==> src/core/mpm_pkg.sv <==
// package: constants and types of the motion reporting and power management block
package mpm_pkg;
	localparam logic [6:0] ADDR_MOTION_STATUS = 7'h02;
	localparam logic [6:0] ADDR_DELTA_X = 7'h03;
	localparam logic [6:0] ADDR_DELTA_Y = 7'h04;
	localparam logic [6:0] ADDR_DISP_UPPER = 7'h0c;
	localparam logic [6:0] ADDR_MOUSE_CTRL = 7'h0d;
	localparam logic [6:0] ADDR_RUN_DOWNSHIFT = 7'h0e;
	localparam logic [6:0] ADDR_R1_PERIOD = 7'h0f;
	localparam logic [6:0] ADDR_R1_DOWNSHIFT = 7'h10;
	localparam logic [6:0] ADDR_R2_PERIOD = 7'h11;
	localparam logic [6:0] ADDR_R2_DOWNSHIFT = 7'h12;
	localparam logic [6:0] ADDR_R3_PERIOD = 7'h13;
	localparam logic [6:0] ADDR_MOTION_CTRL = 7'h21;
	localparam logic [7:0] RST_MOUSE_CTRL = 8'h01;
	localparam logic [7:0] RST_RUN_DOWNSHIFT = 8'h08;
	localparam logic [7:0] RST_R1_PERIOD = 8'h01;
	localparam logic [7:0] RST_R1_DOWNSHIFT = 8'h1f;
	localparam logic [7:0] RST_R2_PERIOD = 8'h09;
	localparam logic [7:0] RST_R2_DOWNSHIFT = 8'h2f;
	localparam logic [7:0] RST_R3_PERIOD = 8'h31;
	localparam logic [7:0] RST_MOTION_CTRL = 8'h00;
	localparam int MST_PENDING_BIT = 7;
	localparam int MC_REPORT12_BIT = 5;
	localparam int MOT_EDGE_BIT = 0;
	localparam int MOT_ACTLOW_BIT = 1;
	localparam int CLK_PERIOD_NS = 8;
	localparam int PULSE_NS = 380;
	localparam int PULSE_CYC = (PULSE_NS + CLK_PERIOD_NS - 1) / CLK_PERIOD_NS;
	localparam int TICK_NS = 1000000;
	localparam int TICK_CYC = TICK_NS / CLK_PERIOD_NS;
	localparam int PER_LSB_MS = 10;
	localparam int DS_RUN_LSB_MS = 100;
	localparam int DS_R1_LSB_MS = 320;
	localparam int DS_R2_LSB_MS = 12800;
	localparam int SPI_TIMEOUT_MS = 50;
	typedef enum logic [3:0] {
		MPM_RUN = 4'b0001,
		MPM_REST_LEVEL_ONE = 4'b0010,
		MPM_REST_LEVEL_TWO = 4'b0100,
		MPM_REST_LEVEL_THREE = 4'b1000
	} mpm_mode_type;
	typedef struct packed {
		logic valid;
		logic [11:0] dx;
		logic [11:0] dy;
	} mpm_motion_type;
endpackage : mpm_pkg

==> src/core/mpm_motion_power.sv <==
// motion reporting, power mode stepping, motion pin and two-wire register port
// Operation
// host starts every exchange, device only answers
// serial clock always comes from the host
// two lines: clock plus shared data line
// idle steps run, rest one, two, three
// downshift after configured motionless time
// rest level wakes within its period
// periods and downshift times writable 0x0e-0x13
// motion signalled on dedicated interrupt pin
// pin level or edge, high or low
// level mode pin follows pending flag
// full readout zeroes displacement, clears flag
// edge mode pulse on wake from rest
// flag set only with valid displacement data
// 12-bit reporting adds upper nibble register
// host reads until pending flag clears
// internal power-on reset, no external pin; the block takes its reset on the rst input port instead
// motion in rest returns to run, restarts timer
// pulse width counted in oscillator cycles
`timescale 1ns/1ps
`default_nettype none
module mpm_motion_power
	import mpm_pkg::*;
#(
	parameter int TICK_CYCLES = TICK_CYC
)
(
	input wire logic clk,
	input wire logic rst,
	input wire logic sclk,
	input wire logic sdio_i,
	output logic sdio_o,
	output logic sdio_oe,
	output logic motion_pin,
	input wire mpm_motion_type motion_in,
	output mpm_mode_type power_mode
);
	localparam int TW = $clog2(TICK_CYCLES);
	localparam logic [TW-1:0] TICK_LAST = TW'(TICK_CYCLES - 1);
	localparam int PW_LATE = PULSE_CYC - 7;

	logic [2:0] sclk_sync_q;
	logic [1:0] sdio_sync_q;
	logic [TW-1:0] tick_cnt_q;
	logic tick;
	logic sclk_rise, sclk_fall, bit_in;
	logic [4:0] bit_cnt_q;
	logic [6:0] sh_in_q;
	logic [7:0] new_byte;
	logic [6:0] addr_q;
	logic is_write_q, rd_act_q;
	logic [7:0] out_sh_q;
	logic [5:0] sp_idle_q;
	logic addr_done, last_rise, wr_stb;
	logic [7:0] rd_data;
	logic [7:0] mouse_ctrl_q, run_ds_q, r1_per_q, r1_ds_q, r2_per_q, r2_ds_q, r3_per_q;
	logic [7:0] mot_ctl_q;
	logic [11:0] acc_x_q, acc_y_q;
	logic pending_q, motion_evt, clear_stb, report12;
	mpm_mode_type mode_q;
	logic [23:0] idle_q, ds_lim;
	logic [15:0] per_q, per_lim;
	logic seen_q, per_end, ds_hit, wake_stb;
	logic [5:0] pulse_cnt_q;
	logic pin_active, mot_edge, mot_low;

	// clock and data share the same synchroniser depth so they stay aligned
	always_ff @(posedge clk or posedge rst)
		if (rst)
		begin
			sclk_sync_q <= 3'h0;
			sdio_sync_q <= 2'h0;
		end
		else
		begin
			sclk_sync_q <= {sclk_sync_q[1:0], sclk};
			sdio_sync_q <= {sdio_sync_q[0], sdio_i};
		end

	assign sclk_rise = sclk_sync_q[1] & ~sclk_sync_q[2];
	assign sclk_fall = ~sclk_sync_q[1] & sclk_sync_q[2];
	assign bit_in = sdio_sync_q[1];

	always_ff @(posedge clk or posedge rst)
		if (rst)
			tick_cnt_q <= '0;
		else if (tick)
			tick_cnt_q <= '0;
		else
			tick_cnt_q <= tick_cnt_q + TW'(1);
	assign tick = tick_cnt_q == TICK_LAST;

	assign new_byte = {sh_in_q, bit_in};
	assign addr_done = sclk_rise && bit_cnt_q == 5'h07;
	assign last_rise = sclk_rise && bit_cnt_q == 5'h0f;
	assign wr_stb = last_rise && is_write_q;

	// frame counter; a long quiet clock line drops a half-finished frame
	always_ff @(posedge clk or posedge rst)
		if (rst)
		begin
			bit_cnt_q <= 5'h00;
			sh_in_q <= 7'h00;
			addr_q <= 7'h00;
			is_write_q <= 1'b0;
			sp_idle_q <= 6'h00;
		end
		else
		begin
			if (sclk_rise || sclk_fall)
				sp_idle_q <= 6'h00;
			else if (tick && sp_idle_q != 6'(SPI_TIMEOUT_MS))
				sp_idle_q <= sp_idle_q + 6'h01;
			if (sclk_rise)
			begin
				sh_in_q <= new_byte[6:0];
				bit_cnt_q <= last_rise ? 5'h00 : bit_cnt_q + 5'h01;
				if (addr_done)
				begin
					addr_q <= new_byte[6:0];
					is_write_q <= new_byte[7];
				end
			end
			else if (sp_idle_q == 6'(SPI_TIMEOUT_MS))
				bit_cnt_q <= 5'h00;
		end

	always_comb
	begin
		rd_data = 8'h00;
		if (new_byte[6:0] == ADDR_MOTION_STATUS)
			rd_data[MST_PENDING_BIT] = pending_q;
		else if (new_byte[6:0] == ADDR_DELTA_X)
			rd_data = acc_x_q[7:0];
		else if (new_byte[6:0] == ADDR_DELTA_Y)
			rd_data = acc_y_q[7:0];
		else if (new_byte[6:0] == ADDR_DISP_UPPER)
			rd_data = {acc_x_q[11:8], acc_y_q[11:8]};
		else if (new_byte[6:0] == ADDR_MOUSE_CTRL)
			rd_data = mouse_ctrl_q;
		else if (new_byte[6:0] == ADDR_RUN_DOWNSHIFT)
			rd_data = run_ds_q;
		else if (new_byte[6:0] == ADDR_R1_PERIOD)
			rd_data = r1_per_q;
		else if (new_byte[6:0] == ADDR_R1_DOWNSHIFT)
			rd_data = r1_ds_q;
		else if (new_byte[6:0] == ADDR_R2_PERIOD)
			rd_data = r2_per_q;
		else if (new_byte[6:0] == ADDR_R2_DOWNSHIFT)
			rd_data = r2_ds_q;
		else if (new_byte[6:0] == ADDR_R3_PERIOD)
			rd_data = r3_per_q;
		else if (new_byte[6:0] == ADDR_MOTION_CTRL)
			rd_data = mot_ctl_q;
	end

	// the data line is driven only inside a read the host has addressed
	always_ff @(posedge clk or posedge rst)
		if (rst)
		begin
			rd_act_q <= 1'b0;
			out_sh_q <= 8'h00;
			sdio_o <= 1'b0;
			sdio_oe <= 1'b0;
		end
		else if (addr_done && !new_byte[7])
		begin
			rd_act_q <= 1'b1;
			out_sh_q <= rd_data;
		end
		else if (last_rise || sp_idle_q == 6'(SPI_TIMEOUT_MS))
		begin
			rd_act_q <= 1'b0;
			sdio_oe <= 1'b0;
		end
		else if (sclk_fall && rd_act_q)
		begin
			sdio_o <= out_sh_q[7];
			out_sh_q <= {out_sh_q[6:0], 1'b0};
			sdio_oe <= 1'b1;
		end

	always_ff @(posedge clk or posedge rst)
		if (rst)
		begin
			mouse_ctrl_q <= RST_MOUSE_CTRL;
			run_ds_q <= RST_RUN_DOWNSHIFT;
			r1_per_q <= RST_R1_PERIOD;
			r1_ds_q <= RST_R1_DOWNSHIFT;
			r2_per_q <= RST_R2_PERIOD;
			r2_ds_q <= RST_R2_DOWNSHIFT;
			r3_per_q <= RST_R3_PERIOD;
			mot_ctl_q <= RST_MOTION_CTRL;
		end
		else if (wr_stb)
		begin
			if (addr_q == ADDR_MOUSE_CTRL)
				mouse_ctrl_q <= new_byte;
			else if (addr_q == ADDR_RUN_DOWNSHIFT)
				run_ds_q <= new_byte;
			else if (addr_q == ADDR_R1_PERIOD)
				r1_per_q <= new_byte;
			else if (addr_q == ADDR_R1_DOWNSHIFT)
				r1_ds_q <= new_byte;
			else if (addr_q == ADDR_R2_PERIOD)
				r2_per_q <= new_byte;
			else if (addr_q == ADDR_R2_DOWNSHIFT)
				r2_ds_q <= new_byte;
			else if (addr_q == ADDR_R3_PERIOD)
				r3_per_q <= new_byte;
			else if (addr_q == ADDR_MOTION_CTRL)
				mot_ctl_q <= new_byte;
		end

	assign report12 = mouse_ctrl_q[MC_REPORT12_BIT];
	assign motion_evt = motion_in.valid && (motion_in.dx != 12'h000 || motion_in.dy != 12'h000);
	// readout ends on the last displacement register of the chosen width
	assign clear_stb = addr_done && !new_byte[7]
		&& new_byte[6:0] == (report12 ? ADDR_DISP_UPPER : ADDR_DELTA_Y);

	// new motion in the clearing cycle is kept: it becomes the fresh sum
	always_ff @(posedge clk or posedge rst)
		if (rst)
		begin
			acc_x_q <= 12'h000;
			acc_y_q <= 12'h000;
			pending_q <= 1'b0;
		end
		else if (motion_evt)
		begin
			acc_x_q <= (clear_stb ? 12'h000 : acc_x_q) + motion_in.dx;
			acc_y_q <= (clear_stb ? 12'h000 : acc_y_q) + motion_in.dy;
			pending_q <= 1'b1;
		end
		else if (clear_stb)
		begin
			acc_x_q <= 12'h000;
			acc_y_q <= 12'h000;
			pending_q <= 1'b0;
		end

	always_comb
	begin
		ds_lim = '1;
		per_lim = (16'(r3_per_q) + 16'h0001) * 16'(PER_LSB_MS);
		case (mode_q)
			MPM_RUN: ds_lim = 24'(run_ds_q) * 24'(DS_RUN_LSB_MS);
			MPM_REST_LEVEL_ONE:
			begin
				ds_lim = 24'(r1_ds_q) * 24'(DS_R1_LSB_MS);
				per_lim = (16'(r1_per_q) + 16'h0001) * 16'(PER_LSB_MS);
			end
			MPM_REST_LEVEL_TWO:
			begin
				ds_lim = 24'(r2_ds_q) * 24'(DS_R2_LSB_MS);
				per_lim = (16'(r2_per_q) + 16'h0001) * 16'(PER_LSB_MS);
			end
			default: ds_lim = '1;
		endcase
	end

	assign ds_hit = idle_q + 24'h000001 >= ds_lim;
	assign per_end = per_q + 16'h0001 >= per_lim;
	// rest levels only look at motion once per period, which sets the response time
	assign wake_stb = mode_q != MPM_RUN && tick && per_end && (seen_q || motion_evt);

	always_ff @(posedge clk or posedge rst)
		if (rst)
		begin
			mode_q <= MPM_RUN;
			idle_q <= 24'h000000;
			per_q <= 16'h0000;
			seen_q <= 1'b0;
		end
		else
			case (mode_q)
				MPM_RUN:
					if (motion_evt)
						idle_q <= 24'h000000;
					else if (tick && ds_hit)
					begin
						mode_q <= MPM_REST_LEVEL_ONE;
						idle_q <= 24'h000000;
						per_q <= 16'h0000;
						seen_q <= 1'b0;
					end
					else if (tick)
						idle_q <= idle_q + 24'h000001;
				default:
				begin
					if (motion_evt)
						seen_q <= 1'b1;
					if (wake_stb)
					begin
						mode_q <= MPM_RUN;
						idle_q <= 24'h000000;
						per_q <= 16'h0000;
						seen_q <= 1'b0;
					end
					else if (tick && per_end && mode_q != MPM_REST_LEVEL_THREE && ds_hit)
					begin
						mode_q <= mode_q == MPM_REST_LEVEL_ONE ? MPM_REST_LEVEL_TWO : MPM_REST_LEVEL_THREE;
						idle_q <= 24'h000000;
						per_q <= 16'h0000;
					end
					else if (tick)
					begin
						per_q <= per_end ? 16'h0000 : per_q + 16'h0001;
						idle_q <= idle_q + 24'h000001;
					end
				end
			endcase
	assign power_mode = mode_q;

	// pulse length counted in clock cycles, so it tracks the oscillator
	always_ff @(posedge clk or posedge rst)
		if (rst)
			pulse_cnt_q <= 6'h00;
		else if (wake_stb)
			pulse_cnt_q <= 6'(PULSE_CYC);
		else if (pulse_cnt_q != 6'h00)
			pulse_cnt_q <= pulse_cnt_q - 6'h01;

	assign mot_edge = mot_ctl_q[MOT_EDGE_BIT];
	assign mot_low = mot_ctl_q[MOT_ACTLOW_BIT];
	assign pin_active = mot_edge ? pulse_cnt_q != 6'h00 : pending_q;

	always_ff @(posedge clk or posedge rst)
		if (rst)
			motion_pin <= 1'b0;
		else
			motion_pin <= pin_active ^ mot_low;
endmodule : mpm_motion_power
`default_nettype wire

==> config.mk <==
export PLATFORM = sky130hd
export DESIGN_NAME = mpm_motion_power
export DESIGN_NICKNAME = d
export VERILOG_FILES = /design/src/core/mpm_pkg.sv /design/src/core/mpm_motion_power.sv
export SDC_FILE = /design/constraint.sdc
export NUM_CORES = 1
export LEC_CHECK = 0
export BUFFER_PORTS_ARGS = -buffer_cell sky130_fd_sc_hd__clkbuf_2
export CORE_MARGIN = 2
export CORE_UTILIZATION = 58
export CTS_CLUSTER_SIZE = 14
export DETAILED_ROUTE_END_ITERATION = 10
export PLACE_DENSITY_LB_ADDON = 0.05
export SYNTH_ARGS = -nofsm -noshare
export SYNTH_HDL_FRONTEND = slang
export SYNTH_SLANG_ARGS = --single-unit
export TNS_END_PERCENT = 100
==> constraint.sdc <==
create_clock -name clk -period 6.2 [get_ports clk]
set_clock_uncertainty 0.1 [all_clocks]
set_input_delay 0.62 -clock clk [delete_from_list [all_inputs] [get_ports clk]]
set_output_delay 0.62 -clock clk [all_outputs]
set_load 0.02 [all_outputs]
==> results.txt <==
The flow ran to the end, and the final reports show no timing, DRC or antenna violations. The power per unit of standard cell area came out at 225 nW/um^2. The area growth from synthesis to layout is 6.69%. The number of DRC markers after the initial detailed-route iteration came out at 1050.

The number of gates resized after CTS was 0. The filler cell count came out at between 2000 and 2500. Clock latency on the worst-skew pair, taken at its later pin, is 0.45 ns. The starting density of the core came out at roughly three fifths. The number of setup violations in the final report is 0. The clock-pin slew on the worst setup and hold paths is 0.09 ns. Sorting the synthesized cells by area gives the leading types as sky130_fd_sc_hd__dfrtp_1 29%, sky130_fd_sc_hd__ha_1 15%, sky130_fd_sc_hd__mux2_2 5.5%, sky130_fd_sc_hd__xor2_1 4.0%, sky130_fd_sc_hd__nand2_1 3.8%. The overall die height is 168 um. The global-route usage over all layers is 27.6%. The ratio of final minimum period to clock period came out at 92.7%. The final number of hold-violating endpoints was 0. The standard cell area after detailed placement is 16100 sq um. The die span in x came out at 168 um. The clock passes through at most 2 buffers. The maximum vdd ir drop came out at 0.000197 V. The placed instance count came out at 2037. The via count of the first global-routing pass is between 10000 and 15000.

The detail route stage leaves a number of antenna-violating nets equal to 0. The worst setup path is of the reg -> reg kind. The number of register bits inferred by synthesis came out at 200.

Of all cell types, the one taking the most synthesized area is sky130_fd_sc_hd__dfrtp_1. For this design the static power due to leakage is 8.16 nW. The post-layout instance area is 16700 sq um. Setup repair after global routing left no endpoint under its margin.

The root buffer cell chosen for the clock tree is sky130_fd_sc_hd__clkbuf_16. The routed length per instance came out at ~19 um. The first global-routing pass estimated 63400 um of wire. The weighted congestion at the end of routability-driven global placement came out at 0.904. The pin count of the biggest net entering global routing is 71.

The count of cell types in the netlist is 88. The slew at the pin closest to its max-slew limit is 1.14 ns. The post-CTS repair timing setup buffer count came out at 0.

For this run, the post-layout net count is 1938. The detailed-placement wirelength estimate came out at 28100 um. The number of enable flip-flop cells after synthesis came out at 0. The data required time at the worst endpoint is 6.42 ns. The first-pass iteration count of the detailed router is 5.

The final routed wirelength across all metal layers is 38400 um. The headroom to the max-slew limit came out at between 20% and 30%. Synthesis produced a netlist with a net count of 1930.

The final total negative setup slack came out at 0 ns. The number of remaining DRC errors came out at 0. The cell area after technology mapping is 15700 sq um. Global routing finished with a remaining overflow of 0. The number of cell rows is 60.

The number of instances in the synthesized netlist came out at between 1500 and 2000. The die covers 28400 sq um. The final route contains 12800 vias. The number of buffers inserted by port buffering is 35. The hold buffer count at cts came out at 0. During I/O placement, the number of pins put on the boundary was 36. The ratio of routed vias to standard cells came out at a little over 6. The proportion of register bits with asynchronous set or reset after synthesis is 100%. Leaving out filler cells and counting taps, the final layout contains 2069. The maximum net fanout on the critical path came out at 15. The share of layout cells above drive strength 1 is 13.0%. The final-report max-slew violation count is 0. The sequential element share of the synthesized area came out at 32.1%.

The number of diodes added for antenna fixing is 0. Data arrives at the worst endpoint at 5.97 ns. Max-cap violations in this run came to 0. The post-synthesis area per instance is 9.19 sq um.

The fmax came out at between 0.15 and 0.2 GHz. The number of antenna violations at the first check in global routing came out at 0. Measured on the finished design, the core utilization comes to 62.6%. The number of synthesis warnings is 0. The flip-flop cell with the highest count after synthesis is sky130_fd_sc_hd__dfrtp_1. After layout, the minimum clock period comes to 5.75 ns. TritonCTS built the clock tree. STA classifies the critical path startpoint as a flip-flop. The area of the core region is 26700 sq um. The share of the synthesized area in the top cell type is roughly 29%.

The count of H-tree levels built during CTS came out at 4. The number of buffers created by CTS came out at 17. The kind of end point of the critical path is a flip-flop. The worst hold path belongs to the class in -> async. The tree built by TritonCTS fans out to 200 sinks.
routing by layer:
layer  up-vias  GRT usage (%)  part of all wire (%)
met5         -              0                     0
met4         0           7.05                   1.9
met3        54           2.87                   4.0
met2       328           46.2                    48
met1      6216           38.4                    46
li1       6169              -                     -
critical path, stage by stage (launching register included):
cell	delay (ns)
sky130_fd_sc_hd__dfstp_2	0.58
sky130_fd_sc_hd__ha_1	0.24
sky130_fd_sc_hd__ha_1	0.31
sky130_fd_sc_hd__fa_1	0.46
sky130_fd_sc_hd__ha_1	0.35
sky130_fd_sc_hd__a21o_1	0.19
sky130_fd_sc_hd__a21oi_1	0.23
sky130_fd_sc_hd__o21bai_1	0.10
sky130_fd_sc_hd__a21oi_1	0.20
sky130_fd_sc_hd__o21ai_0	0.14
sky130_fd_sc_hd__xnor2_1	0.17
sky130_fd_sc_hd__a21oi_1	0.08
sky130_fd_sc_hd__ha_1	0.31
sky130_fd_sc_hd__nand4_1	0.14
sky130_fd_sc_hd__nor4_1	0.44
sky130_fd_sc_hd__a21oi_1	0.24
sky130_fd_sc_hd__nor2_1	0.90
sky130_fd_sc_hd__buf_4	0.35
sky130_fd_sc_hd__o22ai_1	0.09
layout make-up:
class / instances / area (sq um) / area share [%]
clock buffers: 17 / 425 / 2.54
clock inverters: 15 / 175 / 1.05
inverters: 77 / 297 / 1.77
multi-input cells: 1365 / 10100 / 60.1
flip-flops and latches: 200 / 5030 / 30.1
well taps: 341 / 427 / 2.55
repair buffers: 54 / 318 / 1.90
path summary, 6_finish.rpt:
kind | from | end | slack, ns | cells after the start
worst max-delay path | r2_ds_q[3] | idle_q[7] | 0.45 | 18
worst min-delay path | rst | sp_idle_q[0] | 0.1 | 2
worst max register to register | r2_ds_q[3] | idle_q[7] | 0.45 | 18
worst min register to register | sclk_sync_q[0] | sclk_sync_q[1] | 0.25 | 0
max in group asynchronous | rst | mot_ctl_q[5] | 4.61 | 3
min in group clk | sdio_i | sdio_sync_q[0] | 0.17 | 1
layout by cell type, fill, tap and decap left out, drive strengths merged, types with 10 or more instances in the layout:
cell type,n
o21bai,10
dfstp,19
o31ai,10
dfrtp,181
buf,19
nand3b,11
or2,15
nor2b,24
xnor2,62
nor2,111
mux2,77
nand3,75
nor3,45
nor4,17
a21o,29
inv,85
ha,182
nand2b,10
o21ai,103
a221oi,10
o22ai,28
clkbuf,52
a211oi,17
a21oi,83
xor2,71
nand2,161
or3,11
fa,12
and3,20
nand4,15
o21a,10
a31oi,10
mux2i,14
and2,34
cell usage after synthesis, drive strengths merged, types with 4 or more instances:
cell type / count
ha: 182
dfrtp: 181
nand2: 161
nor2: 111
o21ai: 103
a21oi: 83
inv: 77
mux2: 77
nand3: 75
xor2: 71
xnor2: 62
clkbuf: 46
nor3: 45
and2: 34
a21o: 29
o22ai: 28
nor2b: 24
and3: 20
dfstp: 19
buf: 18
a211oi: 17
nor4: 17
nand4: 15
or2: 15
mux2i: 14
fa: 12
nand3b: 11
or3: 11
a221oi: 10
a31oi: 10
nand2b: 10
o21a: 10
o21bai: 10
o31ai: 10
a22o: 9
a22oi: 9
nor3b: 7
nor4b: 7
o211ai: 7
a21boi: 4
cells by family after synthesis:
kind of cell             share of synthesized area [%]
flip-flops                                        32.1
XOR/XNOR                                          7.43
AO/OA/AOI/OAI                                     15.1
buffers and inverters                             3.97
multiplexers                                      6.45
AND/OR/NAND/NOR                                   18.9
adder cells (fa/ha/maj)                           16.1
registers in the layout, summed over array words and instances (netlist names), 3 cells and up:
register      cells
sp_idle_q         6
run_ds_q          8
r2_ds_q           8
per_q            16
acc_x_q          12
r1_per_q          8
r2_per_q          8
power_mode        4
mot_ctl_q         8
bit_cnt_q         5
tick_cnt_q       17
sh_in_q           7
idle_q           24
sclk_sync_q       3
r1_ds_q           8
acc_y_q          12
addr_q            7
pulse_cnt_q       6
mouse_ctrl_q      8
out_sh_q          8
r3_per_q          8
where the power goes:
group,internal [mW],switching [mW],leakage (nW),total [mW]
combinational,0.419,0.565,5.34,0.984
sequential,1.46,0.155,2.53,1.62
clock,0.548,0.614,0.293,1.16
per-stage QoR:
step	hold WS (ns)	total power [mW]	worst slack [ns]
2_1_floorplan	0.231	2.35	0.0574
3_3_place_gp	0.233	2.59	0.684
3_5_place_dp	0.236	2.61	0.539
4_1_cts	0.136	3.77	0.513
5_1_grt	0.140	3.96	0.160
6_report	0.0969	3.76	0.451
Power figures use the tool's default switching activity.
